<file path="config.mk">
export PLATFORM = sky130hd
export DESIGN_NAME = host_port_pin_handshake
export DESIGN_NICKNAME = d
export VERILOG_FILES = /design/src/host_port_pkg.sv /design/src/host_port_pin_handshake.sv
export SDC_FILE = /design/constraint.sdc
export NUM_CORES = 1
export LEC_CHECK = 0
export BUFFER_PORTS_ARGS = -buffer_cell sky130_fd_sc_hd__buf_2
export CORE_AREA = 4 4 55 57
export CTS_BUF_LIST = sky130_fd_sc_hd__clkbuf_8
export CTS_CLUSTER_DIAMETER = 150
export DETAILED_ROUTE_END_ITERATION = 8
export DIE_AREA = 0 0 59 61
export GPL_TIMING_DRIVEN = 0
export HOLD_SLACK_MARGIN = 0.03
export PLACE_DENSITY = 0.82
export RECOVER_POWER = 25
export SLEW_MARGIN = 20
export SYNTH_ARGS = -nofsm -noshare
export SYNTH_HDL_FRONTEND = slang
export SYNTH_SLANG_ARGS = --single-unit
</file>
<file path="constraint.sdc">
create_clock -name clock -period 1.3 [get_ports clock]
set_input_delay 0.195 -clock clock [delete_from_list [all_inputs] [get_ports clock]]
set_output_delay 0.195 -clock clock [all_outputs]
set_load 0.005 [all_outputs]
</file>
<file path="src/host_port_pkg.sv">
/*
 * constants for the host port pin handshake: state codes, reset values
 * and the service time of one transfer.
 * assumes a 125 MHz device clock.
 */
package host_port_pkg;

	// ----------------------------------------------------------------
	// timing
	// ----------------------------------------------------------------
	localparam int CLOCK_PERIOD_NS  = 8;
	localparam int SERVICE_TIME_NS  = 48;
	localparam int SERVICE_CYCLES   = (SERVICE_TIME_NS + CLOCK_PERIOD_NS - 1) / CLOCK_PERIOD_NS;
	localparam int SERVICE_CNT_W    = 4;

	// ----------------------------------------------------------------
	// widths and reset values
	// ----------------------------------------------------------------
	localparam int         ADDR_W          = 8;
	localparam logic [7:0] ADDR_RESET      = 8'h00;
	localparam logic       IRQ_RESET_LEVEL = 1'b1;
	localparam logic       READY_RESET     = 1'b0;

	typedef enum logic [1:0] {
		ST_IDLE    = 2'b00,
		ST_ACTIVE  = 2'b01,
		ST_SERVICE = 2'b10
	} port_state_t;

endpackage

</file>
<file path="src/host_port_pin_handshake.sv">
/*
 * pin level handshake of the parallel host port: strobes, address strobe,
 * direction, ready and host interrupt outputs.
 * assumes all pins synchronous to clock; the pad ring resolves each
 * tristate pin from its output enable (enable is active low).
 */
`timescale 1ns/1ns
// How it works
// (RULE1) host read/write strobes frame each transfer
// (RULE2) address strobe latches address into address register
// (RULE3) host sets direction for every transfer
// (RULE4) ready low while a transfer is serviced
// (RULE5) ready floats while output disable low
// (RULE6) interrupt output high during reset
// (RULE7) disabled port routes timer one to interrupt
// (RULE8) interrupt floats when output disable low
// (RULE9) enable pin sampled at reset release, sticky
// (RULE10) no interrupts in wide non-multiplexed mode
// (RULE11) host waits for ready before next strobe
module host_port_pin_handshake
	import host_port_pkg::*;
(
	input  wire logic              clock,
	input  wire logic              rst,
	input  wire logic              clock_en,
	input  wire logic              host_strobe_a_n,
	input  wire logic              host_strobe_b_n,
	input  wire logic              host_addr_strobe_n,
	input  wire logic              host_dir,
	input  wire logic [ADDR_W-1:0] host_addr_data_in,
	input  wire logic              output_disable_n,
	input  wire logic              port_enable_pin,
	input  wire logic              wide_nonmux_select,
	input  wire logic              timer_one_out,
	input  wire logic              dsp_irq_request,
	input  wire logic              host_irq_ack,
	output logic                   port_ready_out,
	output logic                   port_ready_oe_n,
	output logic                   host_irq_out,
	output logic                   host_irq_oe_n,
	output logic [ADDR_W-1:0]      host_address_reg,
	output logic                   xfer_write,
	output logic                   xfer_start,
	output logic                   port_enabled
);

	// ----------------------------------------------------------------
	// enable strap
	// ----------------------------------------------------------------
	// the strap is taken on the first enabled clock after reset release,
	// since an async reset may only load a constant
	logic strap_taken_reg;
	logic port_enabled_reg;

	always_ff @(posedge clock or posedge rst) begin
		if (rst) begin
			strap_taken_reg  <= 1'b0;
			port_enabled_reg <= 1'b0;
		end else if (clock_en && !strap_taken_reg) begin
			strap_taken_reg  <= 1'b1; // RULE9
			port_enabled_reg <= port_enable_pin; // RULE9
		end
	end

	// ----------------------------------------------------------------
	// strobe decode
	// ----------------------------------------------------------------
	// the two strobes are combined: either one low opens a transfer
	wire strobe_active = !(host_strobe_a_n && host_strobe_b_n); // RULE1
	wire addr_strobe   = !host_addr_strobe_n;
	wire mux_mode      = port_enabled_reg && !wide_nonmux_select;
	wire irq_allowed   = mux_mode; // RULE10

	// ----------------------------------------------------------------
	// transfer state
	// ----------------------------------------------------------------
	port_state_t              state_reg, state_next;
	logic [SERVICE_CNT_W-1:0] count_reg, count_next;
	logic                     strobe_seen_reg;

	wire strobe_rise = strobe_active && !strobe_seen_reg;
	wire count_done  = count_reg == SERVICE_CNT_W'(SERVICE_CYCLES - 1);

	always_comb begin
		state_next = state_reg;
		count_next = count_reg;
		unique case (state_reg)
			ST_IDLE: begin
				if (port_enabled_reg && strobe_rise)
					state_next = ST_ACTIVE; // RULE1
			end
			ST_ACTIVE: begin
				if (!strobe_active) begin
					state_next = ST_SERVICE;
					count_next = '0;
				end
			end
			ST_SERVICE: begin
				count_next = count_reg + SERVICE_CNT_W'(1);
				if (count_done)
					state_next = ST_IDLE;
			end
			default: state_next = ST_IDLE;
		endcase
	end

	always_ff @(posedge clock or posedge rst) begin
		if (rst) begin
			state_reg       <= ST_IDLE;
			count_reg       <= '0;
			strobe_seen_reg <= 1'b0;
		end else if (clock_en) begin
			state_reg       <= state_next;
			count_reg       <= count_next;
			strobe_seen_reg <= strobe_active;
		end
	end

	// ----------------------------------------------------------------
	// address latch, direction and start pulse
	// ----------------------------------------------------------------
	always_ff @(posedge clock or posedge rst) begin
		if (rst) begin
			host_address_reg <= ADDR_RESET;
			xfer_write       <= 1'b0;
			xfer_start       <= 1'b0;
		end else if (clock_en) begin
			if (mux_mode && addr_strobe)
				host_address_reg <= host_addr_data_in; // RULE2
			xfer_start <= state_reg == ST_IDLE && port_enabled_reg && strobe_rise;
			if (state_reg == ST_IDLE && strobe_rise)
				xfer_write <= !host_dir; // RULE3
		end
	end

	// ----------------------------------------------------------------
	// ready and interrupt pins
	// ----------------------------------------------------------------
	// irq is active low toward the host; it sets on a dsp request and is
	// released by the host acknowledge, the set winning a same-cycle clear
	logic irq_pend_reg;
	wire  busy_next = state_next != ST_IDLE;
	wire  irq_level = port_enabled_reg ? !(irq_allowed && irq_pend_reg)
		: timer_one_out; // RULE7

	always_ff @(posedge clock or posedge rst) begin
		if (rst) begin
			irq_pend_reg    <= 1'b0;
			port_ready_out  <= READY_RESET;
			port_ready_oe_n <= 1'b1;
			host_irq_out    <= IRQ_RESET_LEVEL; // RULE6
			host_irq_oe_n   <= 1'b0; // RULE6
			port_enabled    <= 1'b0;
		end else if (clock_en) begin
			if (irq_allowed && dsp_irq_request)
				irq_pend_reg <= 1'b1; // RULE10
			else if (host_irq_ack || !irq_allowed)
				irq_pend_reg <= 1'b0;
			port_ready_out  <= port_enabled_reg && !busy_next; // RULE4 RULE11
			port_ready_oe_n <= !output_disable_n; // RULE5
			host_irq_out    <= strap_taken_reg ? irq_level : IRQ_RESET_LEVEL;
			host_irq_oe_n   <= !output_disable_n; // RULE8
			port_enabled    <= port_enabled_reg;
		end
	end

endmodule // host_port_pin_handshake

</file>
[Word-level counts from Yosys, hierarchy flattened]
Index checks and enable logic that the tools add are counted.
Cells by class
  add/subtract/negate cells: 1
  $mul: 0
  divide/modulo/power cells: 0
  order comparisons: 0
  equal/unequal tests: 4
  shift operators: 0
  multiplexer cells: 10
  bitwise operators: 0
  reductions and logical operators: 31
Operators with widths (number)
  logical AND 1 bit: 12
  zero test 1 bit: 10
  case mux 4 bit (2 select lines): 1
  2-to-1 mux 2 bit: 3
  case mux 2 bit (3 select lines): 1
  AND reduction 2 bit: 3
  nonzero test 2 bit: 3
  adder 4 x 1 -> 4 bit, second input constant: 1
  equality test 4 x 3 -> 1 bit, second input constant: 1
  2-to-1 mux 1 bit: 4
  2-to-1 mux 4 bit: 1
  AND reduction 3 bit: 1
  equality test 2 x 1 -> 1 bit, second input constant: 1
  equality test 2 bit, second input constant: 1
  zero test 2 bit: 1
  != test 2 bit, second input constant: 1
  logical OR 1 bit: 1
Storage, ports and cells
  register bits after elaboration: 25
  bits in latches: 0
  memory bits (writable): 0
  bits in read-only memories: 0
  input port bits: 21
  output and inout bits: 15
  word-level logic and storage cells: 60
  memories: 0

[Logic depth before layout (Yosys ltp)]
Gate-level depths: netlist (run 1).
  word-level depth: 9
  depth in mapped cells: 5
  depth with buffers taken out: 5

[Worst setup path before layout (run 1)]
OpenSTA, ideal clock, no wires.
  path kind: reg-to-reg
  start: reg port_enabled_reg
  end: reg host_address_reg[0]
  setup time: 0.125 ns
  data arrival time: 1.111 ns
  required time: 1.175 ns
  path slack: 0.064 ns
  stages on the path, launching flop included: 4
  buffers on the path: 0
  clock period less this slack: 1.236 ns
  cell sequence: dfrtp_1 > nand2_2 > nor3_4 > mux2_2
On the way
  cells in the longest elaborated chain, start to end: 3
RTL lines
  start, declared: RTL line host_port_pin_handshake.sv:53  | logic port_enabled_reg;
  start signal, assigned: RTL line host_port_pin_handshake.sv:61  | port_enabled_reg <= port_enable_pin;
  logical AND 1 bit: RTL line host_port_pin_handshake.sv:71  | wire mux_mode = port_enabled_reg && !wide_nonmux_select;
  logical AND 1 bit: RTL line host_port_pin_handshake.sv:128  | if (mux_mode && addr_strobe)
  AND reduction 2 bit (no source line)
  end signal, assigned: RTL line host_port_pin_handshake.sv:129  | host_address_reg <= host_addr_data_in;
  end, declared: RTL line host_port_pin_handshake.sv:41  | output logic [ADDR_W-1:0] host_address_reg,
No other way between the ends.
A chain may end at the register's enable or synchronous reset.

[Final worst setup path (run 1)]
  start: reg port_enabled_reg
  end: reg host_address_reg[4]
Same word-level chain as after synthesis.

==> results.rst, run 1 <==
.. list-table::
   :header-rows: 1

   * - Metric
     - Value
   * - Antenna violations before repair
     - 0
   * - Largest buffer count on any clock path
     - 2
   * - Effective utilization at floorplan
     - a little under half
   * - Hold Path Sink
     - port_ready_oe_n$_DFFE_PP1P_
   * - Count of TritonRoute iterations in the first routing pass
     - 4
   * - Number of placement rows
     - 18
   * - Pin count of the biggest net entering global routing
     - 26
   * - I/O pin count
     - 36
   * - GRT Total Usage
     - 15.2%
   * - Distinct cell type count of the synthesized netlist
     - 32
   * - Clock Skews
     - about 0.0046 ns
   * - Outcome
     - completed
   * - Sequential share of power
     - a little over half
   * - End of the worst register-to-register path
     - host_address_reg[4]$_DFFE_PP0P_
   * - Final period utilization
     - 97.2%
   * - CP max stage delay
     - ~0.43 ns
   * - Die width
     - 59 um
   * - Number of cells produced by synthesis
     - 96
   * - Clock Pin Slew Worst Setup and Hold Paths
     - about 0.080 ns
   * - Most common cell after layout, fill and taps aside
     - sky130_fd_sc_hd__buf_2
   * - Average wire length per cell after detail routing
     - 14.9 um
   * - Sequential share of the synthesized area
     - ~56%
   * - Smallest setup slack after layout
     - about 0.037 ns
   * - Power per Cell Area
     - between 1000 and 1500 nW/um^2
   * - Setup Total Neg Slack
     - 0 ns
   * - Vias in the first global route
     - ~950
   * - Proportion of total power due to net switching
     - 30.0%
   * - Yosys warning total
     - 0
   * - Final core utilization
     - 58.8%
   * - Area share of the leading cell type in the synthesized netlist
     - 51.3%
   * - CTS buffer count
     - 3
   * - First DRT Iteration DRCs
     - 22
   * - Sum of net half-perimeters after detailed placement
     - 1830 um
   * - Clk pwr share
     - a little over a fifth
   * - Total number of H-tree levels
     - 1
   * - Flops & latches, synth
     - 25
   * - Synth-to-Final Area Change
     - 30.0%
   * - Most area-consuming cells after synthesis
     - sky130_fd_sc_hd__dfrtp_1 51%, sky130_fd_sc_hd__mux2_2 10%, sky130_fd_sc_hd__dfstp_2 4.7%
   * - Final Slew Violations
     - 0
   * - Switching power of the nets
     - around 0.63 mW
   * - Source of the worst register-to-register timing path
     - port_enabled_reg$_DFFE_PP0P_
   * - Total of max-cap violations
     - 0
   * - Cell-internal power
     - 1.47 mW
   * - Cell taking the most area after synthesis
     - sky130_fd_sc_hd__dfrtp_1
   * - Launching element type of the critical path
     - flop
   * - Clock latency on the worst-skew pair
     - around 0.26 ns
   * - IO buf count
     - 35
   * - Slew headroom
     - about 40%
   * - Leakage
     - around 0.71 nW
   * - Startpoint of the tightest hold check path
     - output_disable_n
   * - Worst setup path class
     - reg -> reg
   * - Tightest Hold Check Type
     - in -> reg
   * - RSZ-0062 raised after global routing
     - yes
   * - Peak supply drop
     - roughly 960 uV
   * - Number of cell instances on the worst register-to-register path
     - 4
   * - Routed vias
     - 910
   * - CTS tree
     - yes
   * - Area of the die
     - about 3600 um^2
   * - Fin Hold WS
     - approximately 0.077 ns
   * - Achievable clock frequency
     - 791 MHz
   * - Fraction of power consumed by combinational cells
     - between 20% and 30%
   * - Post-Synthesis Net Count
     - around 120
   * - Cell chosen for the clock root
     - sky130_fd_sc_hd__clkbuf_8
   * - Number of cells in the design after placement
     - approximately 160
   * - Buffers & Inverters on Critical Path
     - 1
   * - Diodes inserted
     - 0
   * - Clock sinks
     - 25
   * - Number of nets in the final layout
     - 163
   * - Residual antenna-violating net count after detailed routing
     - 0
   * - Nature of the critical path endpoint
     - flop
   * - Fraction of final layout cells with drive strength greater than 1
     - 47.5%
   * - Vertical die dimension
     - between 60 and 70 um
   * - Final standard cell count with taps included and fillers excluded
     - approximately 170
   * - Kind of cell with the highest combined delay on the critical path
     - flip-flops
   * - Via count normalized by instance count
     - approximately 5.4
   * - Number of instances on the worst hold path
     - 2
   * - Top library cells by usage in the layout, fill and taps aside
     - 36 x sky130_fd_sc_hd__buf_2, 21 x sky130_fd_sc_hd__dfrtp_1, 8 x sky130_fd_sc_hd__mux2_2
   * - Core ar.
     - about 2500 um^2
   * - CP Data Arrival Time
     - about 1.4 ns
   * - Slowest-stage cell, CP
     - sky130_fd_sc_hd__dfrtp_1
   * - Worst R2R Setup Slack
     - between 0.03 and 0.04 ns
   * - First-pass GRT wire length
     - slightly above 4000 um
   * - Number of remaining DRC errors
     - 0
   * - Max FFs per register
     - 8
   * - Post-Synthesis Mean Instance Area
     - between 10 and 15 um^2
   * - Worst-path cell chain
     - nand2_4, nor3_4, buf_6, mux2_2
   * - Cell area after synthesis
     - 1120 um^2
   * - Post-route minimum period
     - around 1.3 ns
   * - Slew of the pin with the lowest slew margin
     - 0.909 ns
   * - Critical Path Fanout Max
     - 4
   * - GP Congestion
     - about 0.75
   * - Final-report setup violation count
     - 0
   * - Worst endpoint required time
     - 1.45 ns
   * - Overflow left after global routing
     - 0
   * - Pre-CTS worst setup slack
     - -0.125 ns
   * - Detailed-route wire length
     - between 2000 and 3000 um
   * - Endpoints failing hold
     - 0
## synth_stat cells, drive strengths merged
cell type / count
a21oi: 6
a221oi: 2
nor3: 1
a22o: 1
inv: 7
mux2: 10
dfrtp: 23
o21a: 1
nand2b: 2
clkbuf: 1
o21ai: 3
ha: 2
a31oi: 3
nand2: 6
dfstp: 2
a2111o: 1
nor2b: 1
o22ai: 1
and3b: 1
and3: 1
o2bb2ai: 1
nand3: 1
nor2: 6
mux2i: 1
o32ai: 1
a311oi: 1
a21boi: 2
nand4b: 2
o31ai: 2
a31o: 1
buf: 3
## worst register-to-register path, cell delays in order (launching register included)
cell                      delay, ns
sky130_fd_sc_hd__dfrtp_1       0.43
sky130_fd_sc_hd__nand2_4       0.09
sky130_fd_sc_hd__nor3_4        0.16
sky130_fd_sc_hd__buf_6         0.15
sky130_fd_sc_hd__mux2_2        0.32
## final cells by class
cell class / instances / area, um^2
Buffer: 2 / 8.76
Clock buffer: 3 / 41.3
Clock inverter: 1 / 3.75
Fill cell: 218 / 1020
Inverter: 7 / 26.3
Multi-Input combinational cell: 60 / 478
Sequential cell: 25 / 631
Tap cell: 30 / 37.5
Timing Repair Buffer: 41 / 231
## per-stage QoR
step           total power [mW]  instance area (um^2)
2_1_floorplan              1.37                  1120
3_3_place_gp               1.55                  1330
3_5_place_dp               1.59                  1330
4_1_cts                    2.03                  1400
5_1_grt                    2.23                  1460
6_report                   2.09                  1460
## layer usage
metal	vias up	track usage, %	share of wire (%)	wire length, um
met5	-	0	0	0
met4	0	6.80	1.5	38
met3	4	4.04	7.7	194
met2	37	25.7	49	1240
met1	437	18.1	41	1040
li1	432	-	-	-
## worst max path at each step
stage | start | end | slack [ns] | cells after the start
finish | port_enabled_reg$_DFFE_PP0P_ | host_address_reg[4]$_DFFE_PP0P_ | 0.04 | 4
global route | port_enabled_reg$_DFFE_PP0P_ | host_address_reg[3]$_DFFE_PP0P_ | -0.01 | 4
CTS | port_enabled_reg$_DFFE_PP0P_ | host_address_reg[0]$_DFFE_PP0P_ | 0.006 | 4
detailed placement | port_enabled_reg$_DFFE_PP0P_ | host_address_reg[0]$_DFFE_PP0P_ | -0.13 | 3
global placement | port_enabled_reg$_DFFE_PP0P_ | host_address_reg[0]$_DFFE_PP0P_ | -0.07 | 3
floorplan | port_enabled_reg$_DFFE_PP0P_ | host_address_reg[0]$_DFFE_PP0P_ | 0.06 | 3
## cells by family (layout without fill, tap and decap cells)
kind of cell / Yosys count / in the layout / share of synthesized area, %
compound gates: 26 / 26 / 16.1
fa+ha+maj: 2 / 2 / 2.23
buf+inv: 11 / 54 / 4.02
flops: 25 / 25 / 56.0
mux: 11 / 11 / 10.9
simple gates: 21 / 21 / 10.7
## power by group through the flow
stage	registers, mW	logic, mW	clock network [mW]
detailed placement	1.03	0.564	0
CTS	1.04	0.535	0.448
global route	1.12	0.621	0.487
floorplan	1.03	0.342	0
finish	1.09	0.565	0.437
global placement	1.02	0.532	0
## repair_timing
action | in CTS | in global routing
pin swaps | 2 | 4
buffers inserted | 3 | 3
endpoints found under the setup margin | 10 | 13
resized for setup | 2 | 14
hold buffers | 0 | 0
Note: power is estimated with default switching activity, not from simulation.
==> run 2, diff against run 1 <==
- ABC_AREA: default -> 1
- PLACE_DENSITY: 0.82 -> 0.84
==> run 2 against run 1 <==
  * Total power shrank 23%
  * Via count is 6.8% higher
  * Clock power grew 4%
  * Cell count is 18% higher
  * Area after synthesis increased by 2.5%
  * Sequential share of layout area rose by 1.4 points
  * Non-clock buffer count decreased by 5
==> results.rst, run 2 <==
.. list-table::
   :header-rows: 1

   * - Metric
     - Value
   * - Outcome
     - completed
   * - Worst-path cell chain
     - buf_2
   * - Cell area after synthesis
     - 1150 um^2 (+2.5%)
   * - # fillers
     - 244 (+12%)
   * - Number of placement rows
     - 18 (unchanged)
   * - Pin count of the biggest net entering global routing
     - 26 (unchanged)
   * - Area share of the leading cell type in the synthesized netlist
     - 50.1% (-1.2 points)
   * - Vias in the first global route
     - 973 (+2.0%)
   * - Final core utilization
     - 56.8% (-2.1 points)
   * - Count of TritonRoute iterations in the first routing pass
     - 5 (+1)
   * - GP Congestion
     - 0.751 (+0.25%)
   * - Fraction of final layout cells with drive strength greater than 1
     - 30.2% (-17 points)
   * - Largest buffer count on any clock path
     - 2 (unchanged)
   * - First DRT Iteration DRCs
     - 18 (-18%)
   * - Sequential share of power
     - 56.3% (+4.2 points)
   * - Flip-flop cell with the highest count after synthesis
     - sky130_fd_sc_hd__dfrtp_1
   * - Nature of the critical path endpoint
     - primary output
   * - Peak supply drop
     - 796 uV (-17%)
   * - Number of cells produced by synthesis
     - 130 (+35%)
   * - Overflow left after global routing
     - 0 (unchanged)
   * - CTS buffer count
     - 3 (unchanged)
   * - Cell-internal power
     - 1.17 mW (-20%)
   * - First-pass GRT wire length
     - 4110 um (-0.51%)
   * - Worst R2R Setup Slack
     - 0.19 ns (+0.15 ns)
   * - Most common cell after layout, fill and taps aside
     - sky130_fd_sc_hd__nand2_1
   * - Buffers & Inverters on Critical Path
     - 1 (unchanged)
   * - Slew of the pin with the lowest slew margin
     - 0.932 ns (+0.0234 ns)
   * - Smallest setup slack after layout
     - 0.187 ns (+0.150 ns)
   * - Worst endpoint required time
     - 1.11 ns (-0.34 ns)
   * - Vertical die dimension
     - 61 um (unchanged)
   * - Number of buffers added to fix hold violations after cts
     - 0 (unchanged)
   * - Most frequently used cell type in the post-synthesis netlist
     - sky130_fd_sc_hd__nand2_1
   * - Sum of net half-perimeters after detailed placement
     - 1840 um (+0.56%)
   * - Final-report setup violation count
     - 0 (unchanged)
   * - Clock Skews
     - 0.000815 ns (-0.00383 ns)
   * - Residual antenna-violating net count after detailed routing
     - 0 (unchanged)
   * - Antenna violations before repair
     - 0 (unchanged)
   * - Sequential share of the synthesized area
     - 54.7% (-1.3 points)
   * - Post-route minimum period
     - 1.11 ns (-0.150 ns)
   * - Number of nets in the final layout
     - 193 (+18%)
   * - Clock Pin Slew Worst Setup and Hold Paths
     - 0.08 ns (about the same)
   * - Power per Cell Area
     - 1150 nW/um^2 (-20%)
   * - Endpoints failing hold
     - 0 (unchanged)
   * - RSZ-0062 raised after global routing
     - no
   * - Yosys warning total
     - 0 (unchanged)
   * - Clock sinks
     - 25 (unchanged)
   * - Post-Synthesis Mean Instance Area
     - 8.84 um^2 (-24%)
   * - Critical Path Fanout Max
     - 2 (-2)
   * - Achievable clock frequency
     - 898 MHz (+14%)
   * - Average wire length per cell after detail routing
     - 12.1 um (-18%)
   * - I/O pin count
     - 36 (unchanged)
   * - Total number of H-tree levels
     - 1 (unchanged)
   * - Total of max-cap violations
     - 0 (unchanged)
   * - Kind of cell with the highest combined delay on the critical path
     - flip-flops
   * - CP max stage delay
     - 0.54 ns (+0.11 ns)
   * - Distinct cell type count of the synthesized netlist
     - 21 (-34%)
   * - Count of instances resized after the clock tree is built
     - 0 (-2)
   * - Clock latency on the worst-skew pair
     - 0.26 ns (about the same)
   * - Detailed-route wire length
     - 2410 um (-3.9%)
   * - Clk pwr share
     - 28.0% (+7.1 points)
   * - Fin Hold WS
     - 0.0896 ns (+0.0125 ns)
   * - Diodes inserted
     - 0 (unchanged)
   * - Area of the die
     - 3600 um^2 (unchanged)
   * - Post-Synthesis Net Count
     - 153 (+29%)
   * - Via count normalized by instance count
     - 4.88 (-9.3%)
   * - Cell taking the most area after synthesis
     - sky130_fd_sc_hd__dfrtp_1
   * - Launching element type of the critical path
     - flop
   * - Leakage
     - 0.816 nW (+16%)
   * - IO buf count
     - 35 (unchanged)
   * - CP Data Arrival Time
     - 0.92 ns (-0.49 ns)
   * - Worst setup path class
     - reg -> out
   * - Fraction of power consumed by combinational cells
     - 15.6% (-11 points)
   * - Post-CTS Setup Inserts
     - 0 (-3)
   * - Slew headroom
     - 37.8% (-1.6 points)
   * - Top library cells by usage in the layout, fill and taps aside
     - 43 x sky130_fd_sc_hd__nand2_1, 35 x sky130_fd_sc_hd__buf_2, 23 x sky130_fd_sc_hd__dfrtp_1
   * - Routed vias
     - 972 (+6.8%)
   * - Count of flip-flops with a built-in enable after synthesis
     - 0 (unchanged)
   * - Tightest Hold Check Type
     - in -> reg
   * - Cell chosen for the clock root
     - sky130_fd_sc_hd__clkbuf_8
   * - Final period utilization
     - 85.6% (-12 points)
   * - Max FFs per register
     - 8 (unchanged)
   * - Number of remaining DRC errors
     - 0 (unchanged)
   * - Post-synth top cells
     - 43 x sky130_fd_sc_hd__nand2_1, 23 x sky130_fd_sc_hd__dfrtp_1, 18 x sky130_fd_sc_hd__nand3_1, 8 x sky130_fd_sc_hd__inv_1, 8 x sky130_fd_sc_hd__nor2_1
   * - Async set or reset register ratio after synthesis
     - 100% (unchanged)
   * - Core ar.
     - 2480 um^2 (unchanged)
   * - Flops & latches, synth
     - 25 (unchanged)
   * - Slowest-stage cell, CP
     - sky130_fd_sc_hd__dfstp_1
   * - Synth-to-Final Area Change
     - 22.4%
   * - Die width
     - 59 um (unchanged)
   * - Final Slew Violations
     - 0 (unchanged)
   * - Proportion of total power due to net switching
     - 27.6% (-2.4 points)
   * - Switching power of the nets
     - 0.446 mW (-29%)
   * - Effective utilization at floorplan
     - 46.4% (+1.1 points)
   * - Setup Total Neg Slack
     - 0 ns (unchanged)
   * - Most area-consuming cells after synthesis
     - sky130_fd_sc_hd__dfrtp_1 50%, sky130_fd_sc_hd__nand2_1 14%, sky130_fd_sc_hd__nand3_1 7.8%
   * - CTS tree
     - yes
   * - GRT Total Usage
     - 15.1% (-0.034 points)
   * - Pre-CTS worst setup slack
     - 0.204 ns (+0.329 ns)
[run 2: power groups by stage]
| stage | logic (mW) | clock network, mW | registers [mW] |
|---|---|---|---|
| after CTS | 0.258 | 0.458 | 0.911 |
| after floorplan | 0.167 | 0 | 0.913 |
| after global placement | 0.239 | 0 | 0.918 |
| final | 0.252 | 0.453 | 0.910 |
| after global routing | 0.296 | 0.482 | 0.919 |
| after detailed placement | 0.257 | 0 | 0.925 |
[run 2: final timing paths]
| path | depth (start not counted) | endpoint | from |
|---|---|---|---|
| min reg2reg | 2 | strap_taken_reg$_DFFE_PP0P_ | strap_taken_reg$_DFFE_PP0P_ |
| min | 2 | xfer_write$_DFFE_PP0P_ | host_dir |
| max reg2reg | 7 | port_ready_out$_DFFE_PP0P_ | count_reg[0]$_DFFE_PP0P_ |
| max in group asynchronous | 2 | strobe_seen_reg$_DFFE_PP0P_ | rst |
| max | 1 | port_ready_oe_n | port_ready_oe_n$_DFFE_PP1P_ |
| min in group asynchronous | 2 | host_address_reg[7]$_DFFE_PP0P_ | rst |
[run 2: cell families (layout without fill, tap and decap cells)]
family	count (synthesis)	count (layout)	synth area share (%)
compound gates	10	10	5.12
xor+xnor	1	1	0.763
fa+ha+maj	2	2	2.18
buf+inv	14	53	6.54
flops	25	25	54.7
mux	1	1	0.980
simple gates	77	77	29.7
[run 2: area by class of cell]
class	instances	area (um^2)	area share (%)
multi-input combinational	91	445	31.7
clock inverter	1	3.75	0.267
buffer	3	33.8	2.40
inverter	11	41.3	2.94
sequential	25	628	44.7
timing repair buffer	35	175	12.5
clock buffer	3	41.3	2.94
tap	30	37.5	2.67
[run 2: metal layers]
| metal | vias to the layer above | track usage, % | share of wire (%) |
|---|---|---|---|
| met5 | - | 0 | 0 |
| met4 | 0 | 6.15 | 1.2 |
| met3 | 6 | 2.98 | 4.6 |
| met2 | 28 | 26.0 | 52 |
| met1 | 439 | 18.7 | 43 |
| li1 | 499 | - | - |
[run 2: through the flow]
stage | instance area, um^2 | total power [mW] | std cells
floorplan | 1150 | 1.08 | 130
global placement | 1360 | 1.16 | 195
detailed placement | 1360 | 1.18 | 195
CTS | 1410 | 1.63 | 199
global route | 1410 | 1.70 | 199
finish | 1410 | 1.61 | 199
